===== src/verilog/srr_pkg.sv =====
// status readback register bank: shared offsets, field positions and counts
// assumes 8-bit register data and addresses decoded on the plain register port
package srr_pkg;

	// register offsets
	localparam logic [7:0] SRR_A_CHIP      = 8'h40;
	localparam logic [7:0] SRR_A_PIN       = 8'h41;
	localparam logic [7:0] SRR_A_RATIO     = 8'h42;
	localparam logic [7:0] SRR_A_RATIO_TOP = 8'h45;
	localparam logic [7:0] SRR_A_CS        = 8'h46;
	localparam logic [7:0] SRR_A_CS_TOP    = 8'h5D;
	localparam logic [7:0] SRR_A_IRQ_STS   = 8'h5E;
	localparam logic [7:0] SRR_A_IRQ_MSK   = 8'h5F;

	// chip status field positions
	localparam int SRR_LOCK_BIT  = 0;
	localparam int SRR_MUTE_BIT  = 1;
	localparam int SRR_ID_LSB    = 2;
	localparam int SRR_ID_W      = 3;
	localparam int SRR_REV_BIT   = 5;

	// channel status and ratio sizes
	localparam int SRR_CS_BITS   = 192;
	localparam int SRR_CS_BYTES  = 24;
	localparam int SRR_RATIO_W   = 32;

	// interrupt status layout
	localparam int SRR_IRQ_W     = 3;
	localparam int SRR_IRQ_LOCK  = 0;
	localparam int SRR_IRQ_MUTE  = 1;
	localparam int SRR_IRQ_CS    = 2;

	// values after reset
	localparam logic [2:0]  SRR_RST_MASK  = 3'h0;
	localparam logic [7:0]  SRR_RST_BYTE  = 8'h00;
	localparam logic [31:0] SRR_RST_RATIO = 32'h0000_0000;

	// divider step count
	localparam logic [5:0]  SRR_DIV_STEPS = 6'h20;

endpackage


===== src/verilog/srr_ratio_div.sv =====
// serial divider producing 2^32 / period, one quotient bit per enabled cycle
// assumes a start pulse only while not busy; period is in core clock cycles
`timescale 1ns/1ps
module srr_ratio_div
	import srr_pkg::*;
#(
	parameter int CW = 32
) (
	// clock and reset
	input  wire logic          core_clk,
	input  wire logic          rst_b,
	input  wire logic          ce,
	// request
	input  wire logic          start,
	input  wire logic [CW-1:0] period,
	// answer
	output logic               busy,
	output logic               done,
	output logic [31:0]        quotient
);

	typedef enum logic {SRR_DIV_IDLE, SRR_DIV_RUN} srr_div_st_t;

	srr_div_st_t      st_q;
	logic [CW:0]      rem_q;
	logic [CW-1:0]    per_q;
	logic [31:0]      quo_q;
	logic [5:0]       cnt_q;
	logic             done_q;
	logic             sat_q;

	// one restoring step on the shifted remainder
	wire logic [CW:0] shifted = {rem_q[CW-1:0], 1'b0};
	wire logic        fits    = shifted >= {1'b0, per_q};
	wire logic [CW:0] rem_n   = fits ? shifted - {1'b0, per_q} : shifted;
	wire logic        tiny    = period < CW'(2);

	always_ff @(posedge core_clk or negedge rst_b) begin
		if (!rst_b) begin
			st_q   <= SRR_DIV_IDLE;
			rem_q  <= '0;
			per_q  <= '0;
			quo_q  <= SRR_RST_RATIO;
			cnt_q  <= '0;
			done_q <= 1'b0;
			sat_q  <= 1'b0;
		end else if (ce) begin
			done_q <= 1'b0;
			unique case (st_q)
				SRR_DIV_IDLE: begin
					if (start) begin
						st_q  <= SRR_DIV_RUN;
						rem_q <= (CW+1)'(1);
						per_q <= period;
						sat_q <= tiny;
						cnt_q <= SRR_DIV_STEPS;
					end
				end
				SRR_DIV_RUN: begin
					rem_q <= rem_n;
					quo_q <= sat_q ? 32'hFFFF_FFFF : {quo_q[30:0], fits};
					cnt_q <= cnt_q - 6'h01;
					if (cnt_q == 6'h01) begin
						st_q   <= SRR_DIV_IDLE;
						done_q <= 1'b1;
					end
				end
			endcase
		end
	end

	assign busy     = st_q == SRR_DIV_RUN;
	assign done     = done_q;
	assign quotient = quo_q;
endmodule


===== src/verilog/srr_status_regs.sv =====
// read-only status register bank with lock, automute, pin level, rate ratio
// and received channel status, plus a sticky interrupt status and mask
// assumes all inputs synchronous to core_clk, which is the master clock
//
// The strobed register port was left to the implementer.
`timescale 1ns/1ps

// How it works
// - chip status bit 0 reads one while the clock recovery loop is locked
// - chip status bit 1 reads one while the automute condition is active
// - chip status is read-only: id in bits 4-2, revision bit 5, 7-6 zero
// - 32-bit rate ratio over four bytes, lowest address least significant
// - reading the ratio low byte captures all 32 bits; read low to high
// - ratio equals sample rate over master clock times two to the 32
// - 192 channel status bits over 24 bytes, lowest address least significant
module srr_status_regs
	import srr_pkg::*;
#(
	parameter logic [2:0] DEV_ID   = 3'h1,  // arbitrary identity value
	parameter logic       REV_FLAG = 1'b0,  // arbitrary identity value
	parameter int         PER_W    = 32
) (
	// clock, reset, enable
	input  wire logic                   core_clk,
	input  wire logic                   rst_b,
	input  wire logic                   ce,
	// register port
	input  wire logic [7:0]             reg_addr,
	input  wire logic [7:0]             reg_wdata,
	input  wire logic                   reg_wr,
	input  wire logic                   reg_rd,
	output logic      [7:0]             reg_rdata,
	// status sources
	input  wire logic                   lock_in,
	input  wire logic                   automute_in,
	input  wire logic                   general_pin_one,
	input  wire logic                   sample_tick,
	input  wire logic [SRR_CS_BITS-1:0] cs_bits,
	input  wire logic                   cs_valid,
	// interrupt
	output logic                        irq
);

	// byte select within a wide vector
	function automatic logic [7:0] cs_byte(input logic [SRR_CS_BITS-1:0] v,
		input logic [7:0] idx);
		cs_byte = v[8*idx +: 8];
	endfunction

	function automatic logic [7:0] ratio_byte(input logic [31:0] v,
		input logic [7:0] idx);
		ratio_byte = v[8*idx[1:0] +: 8];
	endfunction

	logic                   lock_q;
	logic                   mute_q;
	logic                   pin_q;
	logic [PER_W-1:0]       per_cnt_q;
	logic [31:0]            ratio_q;
	logic [31:0]            snap_q;
	logic [SRR_CS_BITS-1:0] cs_q;
	logic [SRR_IRQ_W-1:0]   sts_q;
	logic [SRR_IRQ_W-1:0]   sts_d;
	logic [SRR_IRQ_W-1:0]   mask_q;
	logic [SRR_IRQ_W-1:0]   mask_d;
	logic [7:0]             rdata_q;
	logic [7:0]             rdata_d;
	logic                   irq_q;
	logic                   div_busy;
	logic                   div_done;
	logic [31:0]            div_quo;

	// access decode
	wire logic       rd_en      = reg_rd && ce;
	wire logic       wr_en      = reg_wr && ce;
	wire logic       hit_chip   = reg_addr == SRR_A_CHIP;
	wire logic       hit_pin    = reg_addr == SRR_A_PIN;
	wire logic       hit_ratio  = reg_addr >= SRR_A_RATIO && reg_addr <= SRR_A_RATIO_TOP;
	wire logic       hit_cs     = reg_addr >= SRR_A_CS && reg_addr <= SRR_A_CS_TOP;
	wire logic       hit_sts    = reg_addr == SRR_A_IRQ_STS;
	wire logic       hit_msk    = reg_addr == SRR_A_IRQ_MSK;
	wire logic [7:0] ratio_idx  = reg_addr - SRR_A_RATIO;
	wire logic [7:0] cs_idx     = reg_addr - SRR_A_CS;
	wire logic       lsb_read   = rd_en && reg_addr == SRR_A_RATIO;

	// chip status word
	wire logic [7:0] chip_word  = {2'b00, REV_FLAG, DEV_ID, mute_q, lock_q};
	wire logic [7:0] pin_word   = {7'h00, pin_q};

	// low byte comes live while the snapshot is taken, the rest from the snapshot
	wire logic [7:0] ratio_word = (reg_addr == SRR_A_RATIO) ? ratio_q[7:0]
		: ratio_byte(snap_q, ratio_idx);
	wire logic [7:0] cs_word    = cs_byte(cs_q, cs_idx);

	// events
	wire logic       ev_lock    = lock_q != lock_in;
	wire logic       ev_mute    = mute_q != automute_in;
	wire logic       ev_cs      = cs_valid && cs_bits != cs_q;
	wire logic [2:0] ev_vec     = {ev_cs, ev_mute, ev_lock};

	// period measurement
	wire logic       div_start  = sample_tick && !div_busy;
	wire logic       per_full   = &per_cnt_q;

	always_comb begin
		rdata_d = SRR_RST_BYTE;
		if (hit_chip)
			rdata_d = chip_word;
		else if (hit_pin)
			rdata_d = pin_word;
		else if (hit_ratio)
			rdata_d = ratio_word;
		else if (hit_cs)
			rdata_d = cs_word;
		else if (hit_sts)
			rdata_d = {5'h00, sts_q};
		else if (hit_msk)
			rdata_d = {5'h00, mask_q};
	end

	// set wins over the read clear
	always_comb begin
		sts_d = sts_q;
		if (rd_en && hit_sts)
			sts_d = '0;
		sts_d = sts_d | ev_vec;
	end

	always_comb begin
		mask_d = mask_q;
		if (wr_en && hit_msk)
			mask_d = reg_wdata[SRR_IRQ_W-1:0];
	end

	srr_ratio_div #(
		.CW (PER_W)
	) u_div (
		.core_clk (core_clk),
		.rst_b    (rst_b),
		.ce       (ce),
		.start    (div_start),
		.period   (per_cnt_q),
		.busy     (div_busy),
		.done     (div_done),
		.quotient (div_quo)
	);

	// sampled status levels
	always_ff @(posedge core_clk or negedge rst_b) begin
		if (!rst_b) begin
			lock_q <= 1'b0;
			mute_q <= 1'b0;
			pin_q  <= 1'b0;
		end else if (ce) begin
			lock_q <= lock_in;
			mute_q <= automute_in;
			pin_q  <= general_pin_one;
		end
	end

	// cycles per sample, then ratio of rates
	always_ff @(posedge core_clk or negedge rst_b) begin
		if (!rst_b) begin
			per_cnt_q <= '0;
			ratio_q   <= SRR_RST_RATIO;
		end else if (ce) begin
			if (sample_tick)
				per_cnt_q <= PER_W'(1);
			else if (!per_full)
				per_cnt_q <= per_cnt_q + PER_W'(1);
			if (div_done)
				ratio_q <= div_quo;
		end
	end

	// coherent snapshot taken by the low byte read
	always_ff @(posedge core_clk or negedge rst_b) begin
		if (!rst_b)
			snap_q <= SRR_RST_RATIO;
		else if (lsb_read)
			snap_q <= ratio_q;
	end

	// received channel status block
	always_ff @(posedge core_clk or negedge rst_b) begin
		if (!rst_b)
			cs_q <= '0;
		else if (ce && cs_valid)
			cs_q <= cs_bits;
	end

	// interrupt and read data
	always_ff @(posedge core_clk or negedge rst_b) begin
		if (!rst_b) begin
			sts_q   <= '0;
			mask_q  <= SRR_RST_MASK;
			irq_q   <= 1'b0;
			rdata_q <= SRR_RST_BYTE;
		end else if (ce) begin
			sts_q   <= sts_d;
			mask_q  <= mask_d;
			irq_q   <= |(sts_d & mask_d);
			if (rd_en)
				rdata_q <= rdata_d;
		end
	end

	assign reg_rdata = rdata_q;
	assign irq       = irq_q;
endmodule


===== config.mk =====
export PLATFORM = sky130hd
export DESIGN_NAME = srr_status_regs
export DESIGN_NICKNAME = d
export VERILOG_FILES = /design/src/verilog/srr_pkg.sv /design/src/verilog/srr_ratio_div.sv /design/src/verilog/srr_status_regs.sv
export SDC_FILE = /design/constraint.sdc
export NUM_CORES = 1
export LEC_CHECK = 0
export BUFFER_PORTS_ARGS = -buffer_cell sky130_fd_sc_hd__buf_2
export CAP_MARGIN = 20
export CORE_MARGIN = 5
export CORE_UTILIZATION = 50
export DETAILED_ROUTE_END_ITERATION = 12
export GPL_TIMING_DRIVEN = 0
export PLACE_DENSITY_LB_ADDON = 0.3
export SYNTH_ARGS = -nofsm -noshare
export SYNTH_HDL_FRONTEND = slang
export SYNTH_SLANG_ARGS = --single-unit

===== constraint.sdc =====
create_clock -name core_clk -period 3.6 [get_ports core_clk]
set_input_delay 0.72 -clock core_clk [delete_from_list [all_inputs] [get_ports core_clk]]
set_output_delay 0.72 -clock core_clk [all_outputs]
set_load 0.05 [all_outputs]

# Word-level counts from Yosys, hierarchy flattened
# Cells that the tools add are included.
# word_totals
register_bits,411
out_inout_bits,9
elab_cells,86
input_bits,218
# classes
add_sub_neg,5
n_shift,2
eq_ne,11
muxes,22
order_cmp,6
n_reduce_logical,19
bitwise,3
# op_table
op,n
192-bit inequality test,1
192-bit by 12-bit indexed part select with 8-bit output,1
32-bit two-way mux,5
32-bit case mux with 2 select lines,1
8-bit by 7-bit equality test with 1-bit output (second input constant),5
8-bit two-way mux,5
33-bit by 32-bit greater-or-equal comparator with 1-bit output,1
32-bit by 1-bit adder with 32-bit output (second input constant),1
32-bit by 2-bit < comparator with 1-bit output (second input constant),1
32-bit AND reduction,1
32-bit by 6-bit indexed part select with 8-bit output,1
32-bit subtractor,1
8-bit by 7-bit greater-or-equal comparator with 1-bit output (second input constant),2
8-bit by 7-bit less-or-equal comparator with 1-bit output (second input constant),2
3-bit two-way mux,4
6-bit case mux with 2 select lines,1
1-bit logical AND,10
2-bit AND reduction,5
8-bit by 7-bit subtractor with 8-bit output (second input constant),1
6-bit by 1-bit equality test with 1-bit output (second input constant),1
6-bit two-way mux,1
6-bit by 1-bit subtractor with 6-bit output (second input constant),1
1-bit two-way mux,4
2-bit inequality test (second input constant),2
9 further kinds,10

# Longest topological paths before layout
# depth
ltp_word,7
ltp_mapped,12
ltp_nobuf,11

# Cells and area by module
# From an unflattened synthesis, not the netlist that was laid out.
# unflattened
hier_cells,1914
hier_area_um2,22461.5
# modules_own_cells
mod,seq_area_each_um2,instances,area_per_inst_um2,cells_per_inst
srr_status_regs,7657.3,1,16224.3,1240
srr_ratio_div,2627.5,1,6237.2,674

# Least setup slack after synthesis
# No wires, ideal clock.
# synth_path
path_type,register to register
from,register u_div.rem_q[13]
to,register u_div.rem_q[10]
path_slack_ns,0.995
path_stages_with_launch,12
required_ns,3.468
period_less_slack_ns,2.605
path_buffers,1
arrival_time_ns,2.473
setup_time_ns,0.132
path_cell_list,dfrtp_1 ha_1 a21o_1 a21o_1 a221oi_2 o41ai_2 o21bai_4 nand3_2 a31oi_4 buf_6 mux2i_1 o21ai_1
# synth_between
elab_chain_len,3
# synth_rtl
element,line_no,text
start: declaration,srr_ratio_div.sv:25,logic [CW:0] rem_q;
start signal: assignment,srr_ratio_div.sv:53,rem_q <= (CW+1)'(1);
start signal: assignment,srr_ratio_div.sv:60,rem_q <= rem_n;
33-bit by 32-bit greater-or-equal comparator with 1-bit output,srr_ratio_div.sv:34,"wire logic fits = shifted >= {1'b0, per_q};"
32-bit two-way mux,srr_ratio_div.sv:35,"wire logic [CW:0] rem_n = fits ? shifted - {1'b0, per_q} : shifted;"
32-bit case mux with 2 select lines,srr_ratio_div.sv:49,unique case (st_q)
# No other way between the ends.
# A chain may end at the register's enable or synchronous reset.

# Worst setup path in the final report
# layout_path
from,input reg_addr[1]
to,"register rdata_q[0], in the netlist reg_rdata[0]"
# layout_between
elab_chain_len,7
# layout_rtl
element,line_no,text
start: declaration,srr_status_regs.sv:28,"input wire logic [7:0] reg_addr,"
branches (longest 6 deep; another with 8-bit by 7-bit subtractor with 8-bit output),n/a,
8-bit two-way mux *,srr_status_regs.sv:107,if (hit_chip)
end signal: assignment,srr_status_regs.sv:204,rdata_q <= rdata_d;
end: declaration,srr_status_regs.sv:66,logic [7:0] rdata_q;
# Mark *: on every way between the ends.

==> results.ini <==
[sta]
tns_ps=0
tightestPinTransition_ps=1130
relSlewSlack_pct=24.8
skew_ps=26.0
timing.hold.ws_ps=109
setup_viol=0
final.min_clock_period_ps=3490
min_period_over_period_pct=96.8
hold_viol=0
final.setup.worst_slack_ps=115
rsz0062_at_grt=no
max_freq_ghz=0.287
drv_slew=0

[synthesis]
synth_edf_count=0
synth_compound_area_share_pct=6.93
ys.flop_type=dfrtp_1
synth_commonest_cells=dfrtp_1, mux2_2, xor2_1
synthAdderAreaFrac_pct=2.14
syn_avg_cell_area_um2=11.9
yosysTopAreaCellShare_pct=46.9
synth_top_family_by_area=multiplexers
ys_warn_count=0
yosysUniqueCellTypes=68
muxShareOfSynthArea_pct=23.1
synthTopCellsByArea=dfrtp_1, mux2_2, xor2_1
synth_area_um2=21900
synth-simple-area-share_pct=8.52
synth_fp_nets=2106
synthXorXnorAreaFrac_pct=9.98
seq_area_frac_synth_pct=46.9
ys_async_sr_fraction_pct=100
yosysMostFrequentCell=dfrtp_1
synth_top_area_cell=dfrtp_1
synth_cells=1851
synth-seq-cells=411

[setup_path]
crit_path_end=reg_rdata[0]$_DFFE_PN0P_
r2r_start=u_div.per_q[12]$_DFFE_PN0P_
cp_cell_sequence=buf_2 > clkbuf_1 > buf_2 > buf_1 > mux4_2 > mux2i_1 > a22oi_1 > nand3_1 > o21ai_0 > nor2_1 > o21ai_0
crit_path_top_delay_cell=buf_1
critPathLaunch=reg_addr[1]
cp.arrival_ps=3930
critPathRequiredTime_ps=4040
start_kind=input pin
reg2reg_setup_slack_ps=500
max_stage_delay_ps=880
cp_max_fo=10
crit_path_end_kind=flip-flop
path_class=in -> reg
reg2reg_to=u_div.rem_q[22]$_DFFE_PN0P_
ff2ff_path_depth=11

[placed_design]
io_buffer_count=220
placed_area_um2=23900
dp_hpwl_um=51600
pre_cts_slack_ps=-314
place_congestion=0.988
dp.cells=2659

[clock_tree]
cts_resized=0
clk_path_buf_depth=3
tritoncts=yes
cts.sinks=411
post_cts_buffers=0
postCtsHoldBufs=0
clkSlewWorstSetupHoldPaths_ps=60
cts_buffers=45
clk_latency_ps=590
clock-root-buffer=clkbuf_16
h-tree-depth=2

[power]
seq_power_share_pct=38.7
combPwrFrac_pct=31.6
clkPwrFrac_pct=29.7
p_int_mw=10.9
p_switching_mw=5.58
peakVddDrop_mv=0.344
power_density_nw_per_um2=647
finalPower_mw=16.5
p_sw_share_pct=33.9
power_leakage_nw=11.3

[flow_run]
drv_cap=0

[routing]
drt_first_pass_iters=6
drt_iter0_markers=1472
wl_per_cell_um=24.5
routed_wl_um=67200
drc=0
avgViaCountPerCell=5.96
ant_nets=0
vias=16400

[cells_and_area]
ff_latch_area_um2=10300
postLayoutCoreUtil_pct=58.8
fillers=3533
layout-drive-gt1-share_pct=31.7
final_area_um2=25500
area_delta_synth_final_pct=16.0
fin_nets=2376
multi_input_area_um2=11100
finalNonFillerCells=2747

[global_route]
overflow=0
grt_max_degree=120
grt_pass1_vias=16400
grt_pass1_wl_um=100000
antenna_found_initial=20
grt_usage_pct=27.8

[floorplan]
die_w_um=219
start_util_pct=50.7
io_pins=227
core-area_um2=43300
die_h_um=219
dieArea_um2=48200
num_rows=76

[status]
status=finished clean

[worst_hold_path]
hold_class=in -> async

## layer usage
layer  GRT usage, %  share of wire [%]  vias to the layer above
li1               -                  -                     7237
met1           38.4                 42                     8280
met2           42.0                 44                      695
met3           9.70                 11                      129
met4           8.19                2.9                       18
met5              0               0.15                        -
## cell usage in the layout (no fill, tap or decap), types with 9 or more instances in the layout
master     netlist  final
a21o_1          16     16
a21oi_1         51     51
a32oi_1         12     12
buf_2           13    232
clkbuf_1        59     66
clkbuf_16        0     47
clkbuf_8         0     12
dfrtp_1        411    411
ha_1            36     36
inv_1           50     50
mux2_2         296    296
mux2i_1         40     40
mux4_2          59     59
nand2_1        143    143
nand3_1         25     25
nand4_1         27     27
nor2_1          58     58
nor3_1           9      9
nor4_1          61     61
o21ai_0         94     94
o21ai_1         18     18
or3_1           10     10
xnor2_1         28     28
xor2_1         222    222
## registers in the layout, summed over array words and instances (netlist names), 8 cells and up
name / count
u_div.rem_q: 32
u_div.per_q: 32
ratio_q: 32
cs_q: 192
u_div.quotient: 32
per_cnt_q: 32
snap_q: 32
reg_rdata: 8
## power groups by stage
stage | Sequential (mW) | Clock (mW) | Combinational [mW]
3_3_place_gp | 6.36 | 0 | 4.97
4_1_cts | 6.35 | 4.98 | 5.16
6_report | 6.37 | 4.90 | 5.21
5_1_grt | 6.48 | 5.17 | 5.73
2_1_floorplan | 6.15 | 0 | 3.77
3_5_place_dp | 6.42 | 0 | 5.13
## critical path, delay by kind of cell
| kind | cells | cell delay [ps] |
|---|---|---|
| buffers and inverters | 4 | 1660 |
| and+or+nand+nor | 2 | 350 |
| muxes | 2 | 780 |
| AOI/OAI and AO/OA | 3 | 390 |
## worst min-delay path by stage
stage,startpoint,end,cells past startpoint
after floorplan,rst_b,cs_q[0]$_DFFE_PN0P_,0
after global placement,u_div.quotient[31]$_DFFE_PN0P_,u_div.quotient[31]$_DFFE_PN0P_,2
after detailed placement,reg_rdata[4]$_DFFE_PN0P_,reg_rdata[4]$_DFFE_PN0P_,2
after CTS,rst_b,cs_q[123]$_DFFE_PN0P_,1
after global routing,rst_b,cs_q[19]$_DFFE_PN0P_,1
final,rst_b,cs_q[11]$_DFFE_PN0P_,1
## cell families after synthesis
logic type | Yosys count
simple gates | 379
fa+ha+maj | 37
flops | 411
mux | 395
compound gates | 246
xor+xnor | 250
buf+inv | 133
## layout make-up
cell class / instances / share of cell area (%)
multi-input combinational: 1307 / 43.6
sequential: 411 / 40.4
clock buffer: 66 / 5.37
timing repair buffer: 223 / 4.69
tap: 585 / 2.88
buffer: 83 / 1.39
clock inverter: 14 / 0.811
inverter: 50 / 0.737
antenna: 8 / 0.0786
Note: power is estimated with default switching activity, not from simulation.
